**src/hw/ovh_pkg.sv**
```systemverilog
package ovh_pkg;
  // overhead carried per frame: marker bit plus four control bits
  typedef struct packed {
    logic       mf;
    logic [3:0] ctl;
  } ovh_frame_t;
  typedef logic [15:0] ovh_word_t;
  typedef enum logic {RX_HUNT = 1'b0, RX_FILL = 1'b1} rx_state_t;

  localparam int        SLOT_W     = 4;
  localparam logic [1:0] SLOT_FIRST = 2'h0;
  localparam logic [1:0] SLOT_LAST  = 2'h3;
  localparam logic [3:0] MF_WORD    = 4'h8;
  // downstream word layout (network side sends)
  localparam int D_WAKE1   = 0;
  localparam int D_PERMIT1 = 1;
  localparam int D_DOWN1   = 2;
  localparam int D_SYNC    = 3;
  localparam int D_LREQ1   = 4;
  localparam int D_LREQ2   = 5;
  localparam int D_LREQ3   = 6;
  localparam int D_LCREQ1  = 7;
  localparam int D_WAKE3   = 8;
  localparam int D_PERMIT3 = 9;
  localparam int D_DOWN3   = 10;
  localparam int D_LCREQ2  = 11;
  localparam int D_SPARE   = 12;
  // upstream word layout (user side sends)
  localparam int U_UP1     = 0;
  localparam int U_FUT1    = 1;
  localparam int U_Q1      = 2;
  localparam int U_Q2      = 3;
  localparam int U_ACK1    = 4;
  localparam int U_ACK2    = 5;
  localparam int U_ACK3    = 6;
  localparam int U_LCACK1  = 7;
  localparam int U_UP3     = 8;
  localparam int U_FUT2    = 9;
  localparam int U_Q3      = 10;
  localparam int U_Q4      = 11;
  localparam int U_RBE     = 12;
  localparam int U_LCACK2  = 13;
  localparam ovh_word_t DN_IDLE = 16'h0000;
  localparam ovh_word_t UP_IDLE = 16'h0c0c;
  localparam ovh_word_t DN_LOSS = 16'h0000;
  localparam ovh_word_t UP_LOSS = 16'h0c0c;
  // register word index (byte address = 4 * index)
  localparam logic [2:0] REG_CTRL   = 3'h0;
  localparam logic [2:0] REG_CMD    = 3'h1;
  localparam logic [2:0] REG_STATUS = 3'h2;
  localparam logic [2:0] REG_RXCONF = 3'h3;
  localparam logic [2:0] REG_TXWORD = 3'h4;
  localparam int CTRL_ROLE  = 0;
  localparam int CMD_ACT    = 0;
  localparam int CMD_DEACT  = 1;
  localparam int CMD_GRANT  = 2;
  localparam int CMD_DOWN   = 3;
  localparam int CMD_L2ON   = 4;
  localparam int CMD_L2OFF  = 5;
endpackage

```
**src/hw/line_overhead_maintenance_bits.sv**
```systemverilog
`timescale 1ns/1ps
module line_overhead_maintenance_bits (
  input  wire logic               clk_i,
  input  wire logic               rst_i,
  input  wire logic               cyc_i,
  input  wire logic               stb_i,
  input  wire logic               we_i,
  input  wire logic [4:0]         adr_i,
  input  wire logic [3:0]         sel_i,
  input  wire logic [31:0]        dat_i,
  output logic      [31:0]        dat_o,
  output logic                    ack_o,
  input  wire logic               rx_frame_stb_i,
  input  wire ovh_pkg::ovh_frame_t rx_frame_i,
  input  wire logic               rx_frame_aligned_i,
  input  wire logic               crc_done_i,
  input  wire logic               crc_err_i,
  input  wire logic               tx_frame_stb_i,
  output ovh_pkg::ovh_frame_t     tx_frame_o,
  input  wire logic               info3_rx_i,
  input  wire logic               t_aligned_i,
  output logic                    send_info0_o,
  output logic                    send_info2_o,
  output logic                    send_info4_o,
  output logic                    loop2_active_o,
  output logic                    mf_locked_o
);

  function automatic ovh_pkg::ovh_word_t put_slot(input ovh_pkg::ovh_word_t w,
                                                  input logic [1:0] idx,
                                                  input logic [3:0] v);
    ovh_pkg::ovh_word_t r;
    r = w;
    r[idx*ovh_pkg::SLOT_W +: ovh_pkg::SLOT_W] = v;
    return r;
  endfunction

  function automatic logic [3:0] get_slot(input ovh_pkg::ovh_word_t w,
                                          input logic [1:0] idx);
    return w[idx*ovh_pkg::SLOT_W +: ovh_pkg::SLOT_W];
  endfunction

  logic                ack_ff;
  logic                role_net_ff;
  logic                wake_ff;
  logic                permit_ff;
  logic                down_ff;
  logic                loop2_req_ff;
  logic                rbe_ff;
  logic [1:0]          tx_cnt_ff;
  ovh_pkg::ovh_word_t  tx_word_ff;
  ovh_pkg::ovh_word_t  nxt_tx_word;
  ovh_pkg::ovh_frame_t tx_frame_ff;
  ovh_pkg::rx_state_t  rx_state_ff;
  logic [1:0]          rx_cnt_ff;
  logic [1:0]          loss_cnt_ff;
  ovh_pkg::ovh_word_t  rx_buf_ff;
  logic                mf_locked_ff;
  logic [3:0]          mf_hist_ff;
  logic                smp_vld_ff;
  logic                smp_loss_ff;
  ovh_pkg::ovh_word_t  smp_word_ff;
  ovh_pkg::ovh_word_t  h1_ff;
  ovh_pkg::ovh_word_t  h2_ff;
  ovh_pkg::ovh_word_t  conf_ff;
  ovh_pkg::ovh_word_t  loss_word;
  ovh_pkg::ovh_word_t  filt_eq;
  logic                loop2_act_ff;
  logic                info0_ff;
  logic                info2_ff;
  logic                info4_ff;
  logic                cf_wake;
  logic                cf_permit;
  logic                cf_down;
  logic                cf_sync;
  logic                cf_loop2;
  logic                cf_up;
  logic                cf_ack;
  logic                up_flag;
  logic                go_info0;
  logic                go_info4;
  logic                bus_req;
  logic                cmd_wr;
  logic [31:0]         rd_data;
  logic [31:0]         dat_ff;

  // register bus: one wait-free answer, ack one cycle after request
  assign bus_req = cyc_i & stb_i & ~ack_ff;
  assign cmd_wr  = bus_req & we_i & sel_i[0] & (adr_i[4:2] == ovh_pkg::REG_CMD);

  always_ff @(posedge clk_i) begin
    if (rst_i) begin
      ack_ff <= 1'b0;
    end else begin
      ack_ff <= bus_req;
    end
  end

  always_comb begin
    rd_data = 32'h0000_0000;
    case (adr_i[4:2])
      ovh_pkg::REG_CTRL:   rd_data[ovh_pkg::CTRL_ROLE] = role_net_ff;
      ovh_pkg::REG_STATUS: rd_data[9:0] = {cf_ack, cf_up, rbe_ff, info4_ff, info2_ff,
                                           info0_ff, loop2_act_ff, loop2_req_ff,
                                           permit_ff, mf_locked_ff};
      ovh_pkg::REG_RXCONF: rd_data[15:0] = conf_ff;
      ovh_pkg::REG_TXWORD: rd_data[15:0] = tx_word_ff;
      default:             rd_data = 32'h0000_0000;
    endcase
  end

  always_ff @(posedge clk_i) begin
    if (rst_i) begin
      dat_ff <= 32'h0000_0000;
    end else if (bus_req) begin
      dat_ff <= we_i ? 32'h0000_0000 : rd_data;
    end
  end

  always_ff @(posedge clk_i) begin
    if (rst_i) begin
      role_net_ff <= 1'b0;
    end else if (bus_req && we_i && sel_i[0] && adr_i[4:2] == ovh_pkg::REG_CTRL) begin
      role_net_ff <= dat_i[ovh_pkg::CTRL_ROLE];
    end
  end

  // exchange requests, network side; a set in the same write wins
  always_ff @(posedge clk_i) begin
    if (rst_i) begin
      wake_ff      <= 1'b0;
      permit_ff    <= 1'b0;
      down_ff      <= 1'b0;
      loop2_req_ff <= 1'b0;
    end else if (cmd_wr) begin
      if (dat_i[ovh_pkg::CMD_DEACT]) begin
        wake_ff   <= 1'b0;
        permit_ff <= 1'b0;
      end
      if (dat_i[ovh_pkg::CMD_ACT]) begin
        wake_ff <= 1'b1;
        down_ff <= 1'b0;
      end
      if (dat_i[ovh_pkg::CMD_GRANT]) begin
        permit_ff <= 1'b1;
      end
      if (dat_i[ovh_pkg::CMD_DOWN]) begin
        down_ff <= 1'b1;
      end
      if (dat_i[ovh_pkg::CMD_L2OFF]) begin
        loop2_req_ff <= 1'b0;
      end
      if (dat_i[ovh_pkg::CMD_L2ON]) begin
        loop2_req_ff <= 1'b1;
      end
    end
  end

  // latest crc verdict waits for the next outgoing multiframe
  always_ff @(posedge clk_i) begin
    if (rst_i) begin
      rbe_ff <= 1'b0;
    end else if (crc_done_i) begin
      rbe_ff <= crc_err_i;
    end
  end

  // transmit word: every field has fixed bits of its own, one to three copies each
  always_comb begin
    if (role_net_ff) begin
      nxt_tx_word = ovh_pkg::DN_IDLE;
      nxt_tx_word[ovh_pkg::D_SYNC]    = rx_frame_aligned_i;
      nxt_tx_word[ovh_pkg::D_WAKE1]   = wake_ff;
      nxt_tx_word[ovh_pkg::D_WAKE3]   = wake_ff;
      nxt_tx_word[ovh_pkg::D_PERMIT1] = permit_ff;
      nxt_tx_word[ovh_pkg::D_PERMIT3] = permit_ff;
      nxt_tx_word[ovh_pkg::D_DOWN1]   = down_ff;
      nxt_tx_word[ovh_pkg::D_DOWN3]   = down_ff;
      nxt_tx_word[ovh_pkg::D_LREQ1]   = loop2_req_ff;
      nxt_tx_word[ovh_pkg::D_LREQ2]   = loop2_req_ff;
      nxt_tx_word[ovh_pkg::D_LREQ3]   = loop2_req_ff;
    end else begin
      nxt_tx_word = ovh_pkg::UP_IDLE;
      nxt_tx_word[ovh_pkg::U_UP1]  = up_flag;
      nxt_tx_word[ovh_pkg::U_UP3]  = up_flag;
      nxt_tx_word[ovh_pkg::U_ACK1] = loop2_act_ff;
      nxt_tx_word[ovh_pkg::U_ACK2] = loop2_act_ff;
      nxt_tx_word[ovh_pkg::U_ACK3] = loop2_act_ff;
      nxt_tx_word[ovh_pkg::U_RBE]  = rbe_ff;
    end
  end

  // word is frozen at multiframe start so all four frames agree
  always_ff @(posedge clk_i) begin
    if (rst_i) begin
      tx_cnt_ff   <= ovh_pkg::SLOT_FIRST;
      tx_word_ff  <= ovh_pkg::UP_IDLE;
      tx_frame_ff <= '0;
    end else if (tx_frame_stb_i) begin
      tx_cnt_ff <= tx_cnt_ff + 2'h1;
      tx_frame_ff.mf <= (tx_cnt_ff == ovh_pkg::SLOT_FIRST);
      if (tx_cnt_ff == ovh_pkg::SLOT_FIRST) begin
        tx_word_ff      <= nxt_tx_word;
        tx_frame_ff.ctl <= get_slot(nxt_tx_word, tx_cnt_ff);
      end else begin
        tx_frame_ff.ctl <= get_slot(tx_word_ff, tx_cnt_ff);
      end
    end
  end

  assign tx_frame_o = tx_frame_ff;
  assign loss_word  = role_net_ff ? ovh_pkg::UP_LOSS : ovh_pkg::DN_LOSS;

  // multiframe hunt and collect; one sample per multiframe period
  always_ff @(posedge clk_i) begin
    if (rst_i) begin
      rx_state_ff  <= ovh_pkg::RX_HUNT;
      rx_cnt_ff    <= ovh_pkg::SLOT_FIRST;
      loss_cnt_ff  <= ovh_pkg::SLOT_FIRST;
      rx_buf_ff    <= '0;
      mf_locked_ff <= 1'b0;
      mf_hist_ff   <= 4'h0;
      smp_vld_ff   <= 1'b0;
      smp_loss_ff  <= 1'b0;
      smp_word_ff  <= ovh_pkg::DN_LOSS;
    end else begin
      smp_vld_ff <= 1'b0;
      if (rx_frame_stb_i) begin
        mf_hist_ff <= {mf_hist_ff[2:0], rx_frame_i.mf};
        case (rx_state_ff)
          ovh_pkg::RX_HUNT: begin
            if (rx_frame_aligned_i && rx_frame_i.mf) begin
              rx_state_ff <= ovh_pkg::RX_FILL;
              rx_buf_ff   <= put_slot(rx_buf_ff, ovh_pkg::SLOT_FIRST, rx_frame_i.ctl);
              rx_cnt_ff   <= ovh_pkg::SLOT_FIRST + 2'h1;
              loss_cnt_ff <= ovh_pkg::SLOT_FIRST;
            end else begin
              mf_locked_ff <= 1'b0;
              loss_cnt_ff  <= loss_cnt_ff + 2'h1;
              if (loss_cnt_ff == ovh_pkg::SLOT_LAST) begin
                smp_vld_ff  <= 1'b1;
                smp_loss_ff <= 1'b1;
                smp_word_ff <= loss_word;
              end
            end
          end
          ovh_pkg::RX_FILL: begin
            if (!rx_frame_aligned_i || rx_frame_i.mf) begin
              // broken marker: drop the partial word, count as loss
              rx_state_ff  <= ovh_pkg::RX_HUNT;
              mf_locked_ff <= 1'b0;
              smp_vld_ff   <= 1'b1;
              smp_loss_ff  <= 1'b1;
              smp_word_ff  <= loss_word;
            end else begin
              rx_buf_ff <= put_slot(rx_buf_ff, rx_cnt_ff, rx_frame_i.ctl);
              rx_cnt_ff <= rx_cnt_ff + 2'h1;
              if (rx_cnt_ff == ovh_pkg::SLOT_LAST) begin
                rx_state_ff  <= ovh_pkg::RX_HUNT;
                mf_locked_ff <= 1'b1;
                smp_vld_ff   <= 1'b1;
                smp_loss_ff  <= 1'b0;
                smp_word_ff  <= put_slot(rx_buf_ff, rx_cnt_ff, rx_frame_i.ctl);
              end
            end
          end
          default: rx_state_ff <= ovh_pkg::RX_HUNT;
        endcase
      end
    end
  end

  assign mf_locked_o = mf_locked_ff;

  // per-bit persistence filter over three samples
  assign filt_eq = ~(smp_word_ff ^ h1_ff) & ~(h1_ff ^ h2_ff);

  always_ff @(posedge clk_i) begin
    if (rst_i) begin
      h1_ff   <= ovh_pkg::DN_LOSS;
      h2_ff   <= ovh_pkg::DN_LOSS;
      conf_ff <= ovh_pkg::DN_LOSS;
    end else if (smp_vld_ff) begin
      h1_ff   <= smp_word_ff;
      h2_ff   <= h1_ff;
      conf_ff <= (conf_ff & ~filt_eq) | (smp_word_ff & filt_eq);
    end
  end

  // confirmed fields; every copy of a field (one for sync, two, or three for loop request and ack) must agree before acting
  assign cf_wake   = conf_ff[ovh_pkg::D_WAKE1] & conf_ff[ovh_pkg::D_WAKE3];
  assign cf_permit = conf_ff[ovh_pkg::D_PERMIT1] & conf_ff[ovh_pkg::D_PERMIT3];
  assign cf_down   = conf_ff[ovh_pkg::D_DOWN1] & conf_ff[ovh_pkg::D_DOWN3];
  assign cf_sync   = conf_ff[ovh_pkg::D_SYNC];
  assign cf_loop2  = conf_ff[ovh_pkg::D_LREQ1] & conf_ff[ovh_pkg::D_LREQ2]
                   & conf_ff[ovh_pkg::D_LREQ3];
  assign cf_up     = role_net_ff & conf_ff[ovh_pkg::U_UP1] & conf_ff[ovh_pkg::U_UP3];
  assign cf_ack    = role_net_ff & conf_ff[ovh_pkg::U_ACK1] & conf_ff[ovh_pkg::U_ACK2]
                   & conf_ff[ovh_pkg::U_ACK3];
  assign up_flag   = loop2_act_ff ? t_aligned_i : info3_rx_i;

  // loopback is non-transparent, so it forces info0 as well
  assign go_info0 = (cf_down & cf_sync) | cf_loop2;
  assign go_info4 = ~go_info0 & cf_permit & info3_rx_i;

  always_ff @(posedge clk_i) begin
    if (rst_i) begin
      loop2_act_ff <= 1'b0;
      info0_ff     <= 1'b0;
      info2_ff     <= 1'b0;
      info4_ff     <= 1'b0;
    end else begin
      loop2_act_ff <= ~role_net_ff & cf_loop2;
      info0_ff     <= ~role_net_ff & go_info0;
      info4_ff     <= ~role_net_ff & go_info4;
      info2_ff     <= ~role_net_ff & ~go_info0 & ~go_info4 & cf_wake & cf_sync
                      & ~info3_rx_i;
    end
  end

  assign send_info0_o   = info0_ff;
  assign send_info2_o   = info2_ff;
  assign send_info4_o   = info4_ff;
  assign loop2_active_o = loop2_act_ff;
  assign ack_o          = ack_ff;
  assign dat_o          = dat_ff;
endmodule

```
**config.mk**
```make
export PLATFORM = sky130hd
export DESIGN_NAME = line_overhead_maintenance_bits
export DESIGN_NICKNAME = d
export VERILOG_FILES = /design/src/hw/ovh_pkg.sv /design/src/hw/line_overhead_maintenance_bits.sv
export SDC_FILE = /design/constraint.sdc
export NUM_CORES = 1
export LEC_CHECK = 0
export BUFFER_PORTS_ARGS = -buffer_cell sky130_fd_sc_hd__buf_2
export CORE_MARGIN = 1.5
export CORE_UTILIZATION = 45
export DETAILED_ROUTE_END_ITERATION = 16
export PLACE_DENSITY = 0.79
export SLEW_MARGIN = 25
export SYNTH_ARGS = -nofsm -noshare
export SYNTH_HDL_FRONTEND = slang
export SYNTH_SLANG_ARGS = --single-unit
```
**constraint.sdc**
```tcl
create_clock -name clk_i -period 2.28 [get_ports clk_i]
set_clock_uncertainty 0.05 [all_clocks]
set_input_delay 0.456 -clock clk_i [delete_from_list [all_inputs] [get_ports clk_i]]
set_output_delay 0.456 -clock clk_i [all_outputs]
set_load 0.05 [all_outputs]
```
==> results of run 1 <==
-- worst register-to-register path: stages, from the launching register on --
cell and delay (ns):
dfxtp_1 0.51, inv_2 0.15, ha_1 0.42, nand2_1 0.08
nor3_1 0.42, a21oi_1 0.19, a211oi_1 0.24
-- what timing repair did --
action                                  CTS  global route
hold buffers                              0             0
endpoints found under the setup margin    0             6
setup buffers                             0             0
resized for setup                         0             2
-- layout make-up --
class | count | area [um2]
flip-flops and latches | 128 | 2560
multi-input cells | 427 | 2790
fillers | 1074 | 5570
repair buffers | 61 | 328
clock inverters | 11 | 164
inverters | 11 | 41.3
well taps | 168 | 210
clock buffers | 20 | 447
-- cell families (layout without fill, tap and decap cells) --
kind of cell             Yosys count  after routing  share of synthesized area [%]
AO/OA/AOI/OAI                    169            169                           20.6
XOR/XNOR                           2              2                          0.312
adder cells (fa/ha/maj)            8              8                           1.78
buffers and inverters             66            103                           6.03
flip-flops                       128            128                           45.6
multiplexers                      49             49                           8.79
other                              1             16                         0.0667
AND/OR/NAND/NOR                  183            183                           16.8
-- cells in the mapped netlist, types with 8 or more instances --
master / instances
and3_1: 17
mux2i_1: 46
o2bb2ai_1: 19
nor2b_1: 13
a211oi_1: 11
nor3_1: 8
dfxtp_1: 128
nor2_1: 85
clkbuf_1: 15
a21oi_1: 46
ha_1: 8
buf_4: 19
nand2_1: 19
inv_1: 10
o31ai_1: 17
buf_2: 16
a22oi_1: 18
o21ai_0: 24
-- through the flow --
| stage | utilization (%) | setup WS [ns] | hold WS [ns] | std cells |
|---|---|---|---|---|
| finish | 54.0 | 0.130 | 0.244 | 826 |
| global placement | 48.9 | 0.250 | 0.398 | 795 |
| floorplan | - | 0.394 | 0.381 | 621 |
| CTS | 53.9 | 0.0731 | 0.238 | 826 |
| global route | 54.0 | 0.0177 | 0.291 | 826 |
| detailed placement | 48.9 | 0.155 | 0.404 | 795 |
-- layer usage --
layer	routed length [um]	global-route usage, %
met5	0	0
met4	349	9.47
met3	640	4.53
met1	5580	24.8
met2	6830	37.0
-- how the worst max path moves through the flow --
stage,to,slack (ns),cells after the start
detailed placement,rx_buf_ff[2],0.16,6
floorplan,rx_buf_ff[0],0.39,6
global route,rx_buf_ff[4],0.02,6
finish,rx_buf_ff[7],0.13,6
global placement,rx_buf_ff[0],0.25,6
CTS,rx_buf_ff[2],0.07,6
-- power by group --
group | switching, mW | internal, mW
clock network | 0.967 | 1.84
logic | 0.260 | 0.0994
registers | 0.0282 | 2.27
total | 1.26 | 4.21
==> Flow_metrics.wiki, run 1 <==
{| class="wikitable"
! Metric !! Value
|-
| Status || complete, no violations
|-
| Worst slew slack as a fraction of its limit || between 60% and 70%
|-
| Hold Fails Final Rpt || 0
|-
| Top area cells in the synthesized netlist || dfxtp_1 46%, mux2i_1 8.2%, nor2_1 5.7%
|-
| Actual transition at the worst max-transition pin || about 0.6 ns
|-
| Async S/R FF share, synth || 0%
|-
| R2R Setup Slk || approximately 0.13 ns
|-
| Clock-pin slew on the worst setup and hold paths || approximately 0.050 ns
|-
| Power density over cell area || ~840 nW/um2
|-
| Unrepaired setup endpoints after global routing || no
|-
| Required time worst endpoint || 2.55 ns
|-
| CP startpoint || rx_cnt_ff[0]
|-
| Fmax || ~470 MHz
|-
| Antenna diode count || 0
|-
| Most area-hungry cell type in the Yosys netlist || dfxtp_1
|-
| Startpoint Class || flip-flop
|-
| Minimum clock period || roughly 2.2 ns
|-
| Flip-flop cell with the highest count after synthesis || dfxtp_1
|-
| Number of cells on the worst reg-to-reg path || 6
|-
| Start-to-end type of the worst setup path || reg2reg
|-
| Max capacitance violation total || 0
|-
| Final WL || between 10 and 15 mm
|-
| Net total in the final layout || a little over 700
|-
| Share of layout cells above drive strength 1 || about 16%
|-
| Most frequent standard cell in the layout excluding fill and tap cells || dfxtp_1
|-
| CTS tree || yes
|-
| GRT Overall Usage || 21.1%
|-
| Top delay family on crit path || flip-flops
|-
| Number of top-level pins || around 100
|-
| Drt first pass iters || 5
|-
| Standby leakage power || approximately 2.5 nW
|-
| H-tree levels || 4
|-
| Gate count after technology mapping || 606
|-
| Slowest cell on the critical path || dfxtp_1
|-
| Max Root-Sink Buffers || 2
|-
| Number of storage elements in the synthesis netlist || roughly 130
|-
| Placed cell areas || slightly below 6000 um2
|-
| EDFF count, synth || 0
|-
| Count of synthesis-stage warnings from yosys || 0
|-
| Final setup violating endpoints || 0
|-
| Largest vdd supply drop || between 0.5 and 0.6 mV
|-
| Max stage delay on crit path || just over 0.5 ns
|-
| Crit share post-route || 94.3%
|-
| Remaining routing DRC violations || 0
|-
| Number of antenna violations at the first check in global routing || 0
|-
| Floorplan die area || around 13000 um2
|-
| Sort of element at the end of the critical path || flip-flop
|-
| Clk Latency, worst-skew pair || a little over 0.4 ns
|-
| Hold worst-path end || rbe_ff
|-
| Start of the worst register-to-register path || rx_cnt_ff[0]
|-
| Syn Std Cell Area || 5620 um2
|-
| DRC marker count from the first detailed-route iteration || around 380
|-
| Commonest cells after routing, fill and taps aside || 127 x dfxtp_1, 85 x nor2_1, 52 x buf_2
|-
| Total non-filler cell area in the finished layout || around 6500 um2
|-
| Area share of the leading cell type in the synthesized netlist || a little under half
|-
| Capturing point of the worst reg2reg path || rx_buf_ff[7]
|-
| Synthesis-to-finish area growth || 16.4%
|-
| Via count of the first global-routing pass || roughly 4600
|-
| Per-cell routed wire length || about 16 um
|-
| Root buffer selected by CTS || clkbuf_16
|-
| Type of the worst min-delay path || in2reg
|-
| Number of pins with negative max-slew slack in the final report || 0
|-
| Cell Chain, Critical Path || inv_2 > ha_1 > nand2_1 > nor3_1 > a21oi_1 > a211oi_1
|-
| Area of the core region || around 12000 um2
|-
| Total vias in the final route || approximately 4800
|-
| Register area share after synthesis || 45.6%
|-
| Total power || 5.46 mW
|-
| Clock Sink Count || between 100 and 150
|-
| GP Congestion || a little under 0.9
|-
| Starting density of the core || a little under half
|-
| Number of vias per cell || ~5.8
|-
| Largest net degree at the start of global routing || 54
|-
| Number of core rows || 40
|-
| Data arrival at the endpoint of the critical path || roughly 2.4 ns
|-
| Die outline height || 115 um
|-
| Residual overflow from global routing || 0
|-
| Number of buffers created by CTS || 17
|-
| Placed wire-length estimate after detailed placement || approximately 9 mm
|-
| Number of instances on the worst hold path || 3
|-
| Origin of the worst min-delay path || crc_err_i
|-
| Maximum fanout along the worst path || 7
|-
| Average footprint of a synthesized cell || approximately 9.3 um2
|-
| Aggregate negative setup slack || 0 ns
|-
| Total buffers and inverters traversed by the critical path || 1
|-
| Port buffer count || between 50 and 60
|-
| First-pass GRT wire length || around 22 mm
|-
| Antenna Nets Post-Route || 0
|-
| Number of library cell types mapped by synthesis || 59
|-
| Horizontal extent of the die || approximately 110 um
|}
(Power assumes the default switching activity.)
==> run 2, diff against run 1 <==
- clock period: 2.28 -> 2.1 ns (I/O delays scaled with it)
==> Flow_metrics.wiki, run 2 (synthesis gave the netlist of run 1 again) <==
{| class="wikitable"
! Metric !! Value
|-
| Status || complete, no violations
|-
| Max capacitance violation total || 0 (unchanged)
|-
| Number of vias per cell || 5.72 (-0.54%)
|-
| Port buffer count || 53 (unchanged)
|-
| H-tree levels || 4 (unchanged)
|-
| Largest net degree at the start of global routing || 39 (-28%)
|-
| Highest-utilization routing layer at the global route stage || met2
|-
| GRT Overall Usage || 21.2% (+0.10 points)
|-
| Unrepaired setup endpoints after global routing || no
|-
| Max stage delay on crit path || 0.41 ns (-0.10 ns)
|-
| Internal power || 4.69 mW (+11%)
|-
| Via count of the first global-routing pass || 4522 (-0.83%)
|-
| Root buffer selected by CTS || clkbuf_16
|-
| Minimum clock period || 1.91 ns (-0.239 ns)
|-
| Hold_buf cts || 0 (unchanged)
|-
| Net total in the final layout || 714 (+0.28%)
|-
| Share of layout cells above drive strength 1 || 16.2% (+0.23 points)
|-
| Type of the worst min-delay path || in2reg
|-
| Placed wire-length estimate after detailed placement || 9.06 mm (-0.10%)
|-
| Clock Sink Count || 128 (unchanged)
|-
| Max Root-Sink Buffers || 2 (unchanged)
|-
| Sort of element at the end of the critical path || flip-flop
|-
| Aggregate negative setup slack || 0 ns (unchanged)
|-
| Clk Latency, worst-skew pair || 0.42 ns (about the same)
|-
| Horizontal extent of the die || 115 um (unchanged)
|-
| Number of antenna violations at the first check in global routing || 0 (unchanged)
|-
| DRC marker count from the first detailed-route iteration || 430 (+15%)
|-
| Maximum fanout along the worst path || 6 (-1)
|-
| Clock-pin slew on the worst setup and hold paths || 0.06 ns (about the same)
|-
| Actual transition at the worst max-transition pin || 0.636 ns (+0.0390 ns)
|-
| GP Congestion || 0.865 (-1.3%)
|-
| Sequential standard cell area || 2560 um2 (unchanged)
|-
| Drt first pass iters || 6 (+1)
|-
| Synthesis-to-finish area growth || 17.3%
|-
| Setup Fix Bufs, Post-CTS || 0 (unchanged)
|-
| Hold Fails Final Rpt || 0 (unchanged)
|-
| Met2 track demand over resource in global routing || 36.6% (-0.40 points)
|-
| Largest vdd supply drop || 0.571 mV (+1.5%)
|-
| Worst slew slack as a fraction of its limit || 57.6% (-2.6 points)
|-
| Final setup violating endpoints || 0 (unchanged)
|-
| First-pass GRT wire length || 21.7 mm (-1.2%)
|-
| Area of combinational cells with multiple inputs || 2780 um2 (-0.22%)
|-
| Power density over cell area || 920 nW/um2 (+10%)
|-
| Flop pwr share || 41.0% (-1.0 points)
|-
| Starting density of the core || 46.4% (unchanged)
|-
| Number of pins with negative max-slew slack in the final report || 0 (unchanged)
|-
| Number of top-level pins || 101 (unchanged)
|-
| Floorplan die area || 13200 um2 (unchanged)
|-
| Residual overflow from global routing || 0 (unchanged)
|-
| Required time worst endpoint || 2.38 ns (-0.17 ns)
|-
| Met1 global-route usage || 24.6% (-0.18 points)
|-
| Combinational group share of total power || 6.6% (about the same)
|-
| Final WL || 13.7 mm (+2.1%)
|-
| CTS tree || yes
|-
| Utilization of the core after routing || 54.5% (+0.45 points)
|-
| Commonest cells after routing, fill and taps aside || 127 x dfxtp_1, 85 x nor2_1, 52 x buf_2
|-
| Fmax || 523 MHz (+13%)
|-
| Crit share post-route || 91.0% (-3.3 points)
|-
| Area of the core region || 12100 um2 (unchanged)
|-
| Switching power share of the total || 22.7% (-0.23 points)
|-
| Antenna Nets Post-Route || 0 (unchanged)
|-
| Number of gates given a new drive strength after cts || 0 (unchanged)
|-
| Clock power share || 52.4% (+1.0 points)
|-
| Sw power || 1.38 mW (+10%)
|-
| Start-to-end type of the worst setup path || reg2reg
|-
| Data arrival at the endpoint of the critical path || 2.19 ns (-0.23 ns)
|-
| Layout Cells excl Fill || 830 (+0.48%)
|-
| Total vias in the final route || 4750 (-0.063%)
|-
| Standby leakage power || 2.51 nW (+1.1%)
|-
| Die outline height || 115 um (unchanged)
|-
| Fillcell total || 1068 (-0.56%)
|-
| Number of core rows || 40 (unchanged)
|-
| Startpoint Class || flip-flop
|-
| Remaining routing DRC violations || 0 (unchanged)
|-
| Cell Chain, Critical Path || inv_2 > ha_1 > nand2_1 > nor3_1 > a21oi_1 > a211oi_1
|-
| Number of buffers created by CTS || 17 (unchanged)
|-
| Total placed cells including tap cells || 797 (+0.25%)
|-
| Met3 routing resource usage after global routing || 5.48% (+0.95 points)
|-
| Per-cell routed wire length || 16.5 um (+1.6%)
|-
| Slowest cell on the critical path || ha_1
|-
| Most frequent standard cell in the layout excluding fill and tap cells || dfxtp_1
|}
run 2: area by class of cell:
cell class / count / area share, %
tap: 168 / 3.19
sequential: 128 / 38.9
clock inverter: 8 / 2.28
clock buffer: 24 / 7.46
inverter: 11 / 0.626
timing repair buffer: 63 / 5.39
antenna: 1 / 0.0379
multi-input combinational: 427 / 42.2
run 2: layer usage:
metal | vias to the layer above | routed length, um
li1 | 2263 | -
met1 | 2281 | 5900
met2 | 175 | 6680
met3 | 31 | 778
met4 | 0 | 331
met5 | - | 0
run 2: worst paths after layout:
| kind | startpoint | end | slack, ns | cells past startpoint |
|---|---|---|---|---|
| worst min register to register | dat_o[5] | dat_o[5] | 0.41 | 2 |
| worst max-delay path | rx_cnt_ff[0] | rx_buf_ff[7] | 0.19 | 6 |
| worst max register to register | rx_cnt_ff[0] | rx_buf_ff[7] | 0.19 | 6 |
| worst min-delay path | crc_err_i | rbe_ff | 0.20 | 3 |
run 2: metrics by stage:
step / hold WS [ns] / total power [mW] / cell area (um2) / setup WS (ns)
after floorplan: 0.381 / 2.86 / 5680 / 0.214
after global placement: 0.396 / 2.92 / 5950 / 0.243
after detailed placement: 0.400 / 2.93 / 5950 / 0.119
after CTS: 0.196 / 6.09 / 6590 / 0.0954
after global routing: 0.213 / 6.24 / 6590 / 0.123
final: 0.199 / 6.07 / 6600 / 0.189
run 2: power by group through the flow:
stage / logic [mW] / clock network [mW] / registers (mW)
floorplan: 0.297 / 0 / 2.56
global placement: 0.381 / 0 / 2.54
detailed placement: 0.393 / 0 / 2.54
CTS: 0.399 / 3.20 / 2.49
global route: 0.433 / 3.32 / 2.49
finish: 0.403 / 3.18 / 2.49
run 2: critical path, delay by kind of cell (launching register included):
family | cells | cell delay [ns]
adder cells (fa/ha/maj) | 1 | 0.41
buffers and inverters | 1 | 0.08
AO/OA/AOI/OAI | 2 | 0.46
flip-flops | 1 | 0.34
AND/OR/NAND/NOR | 2 | 0.48
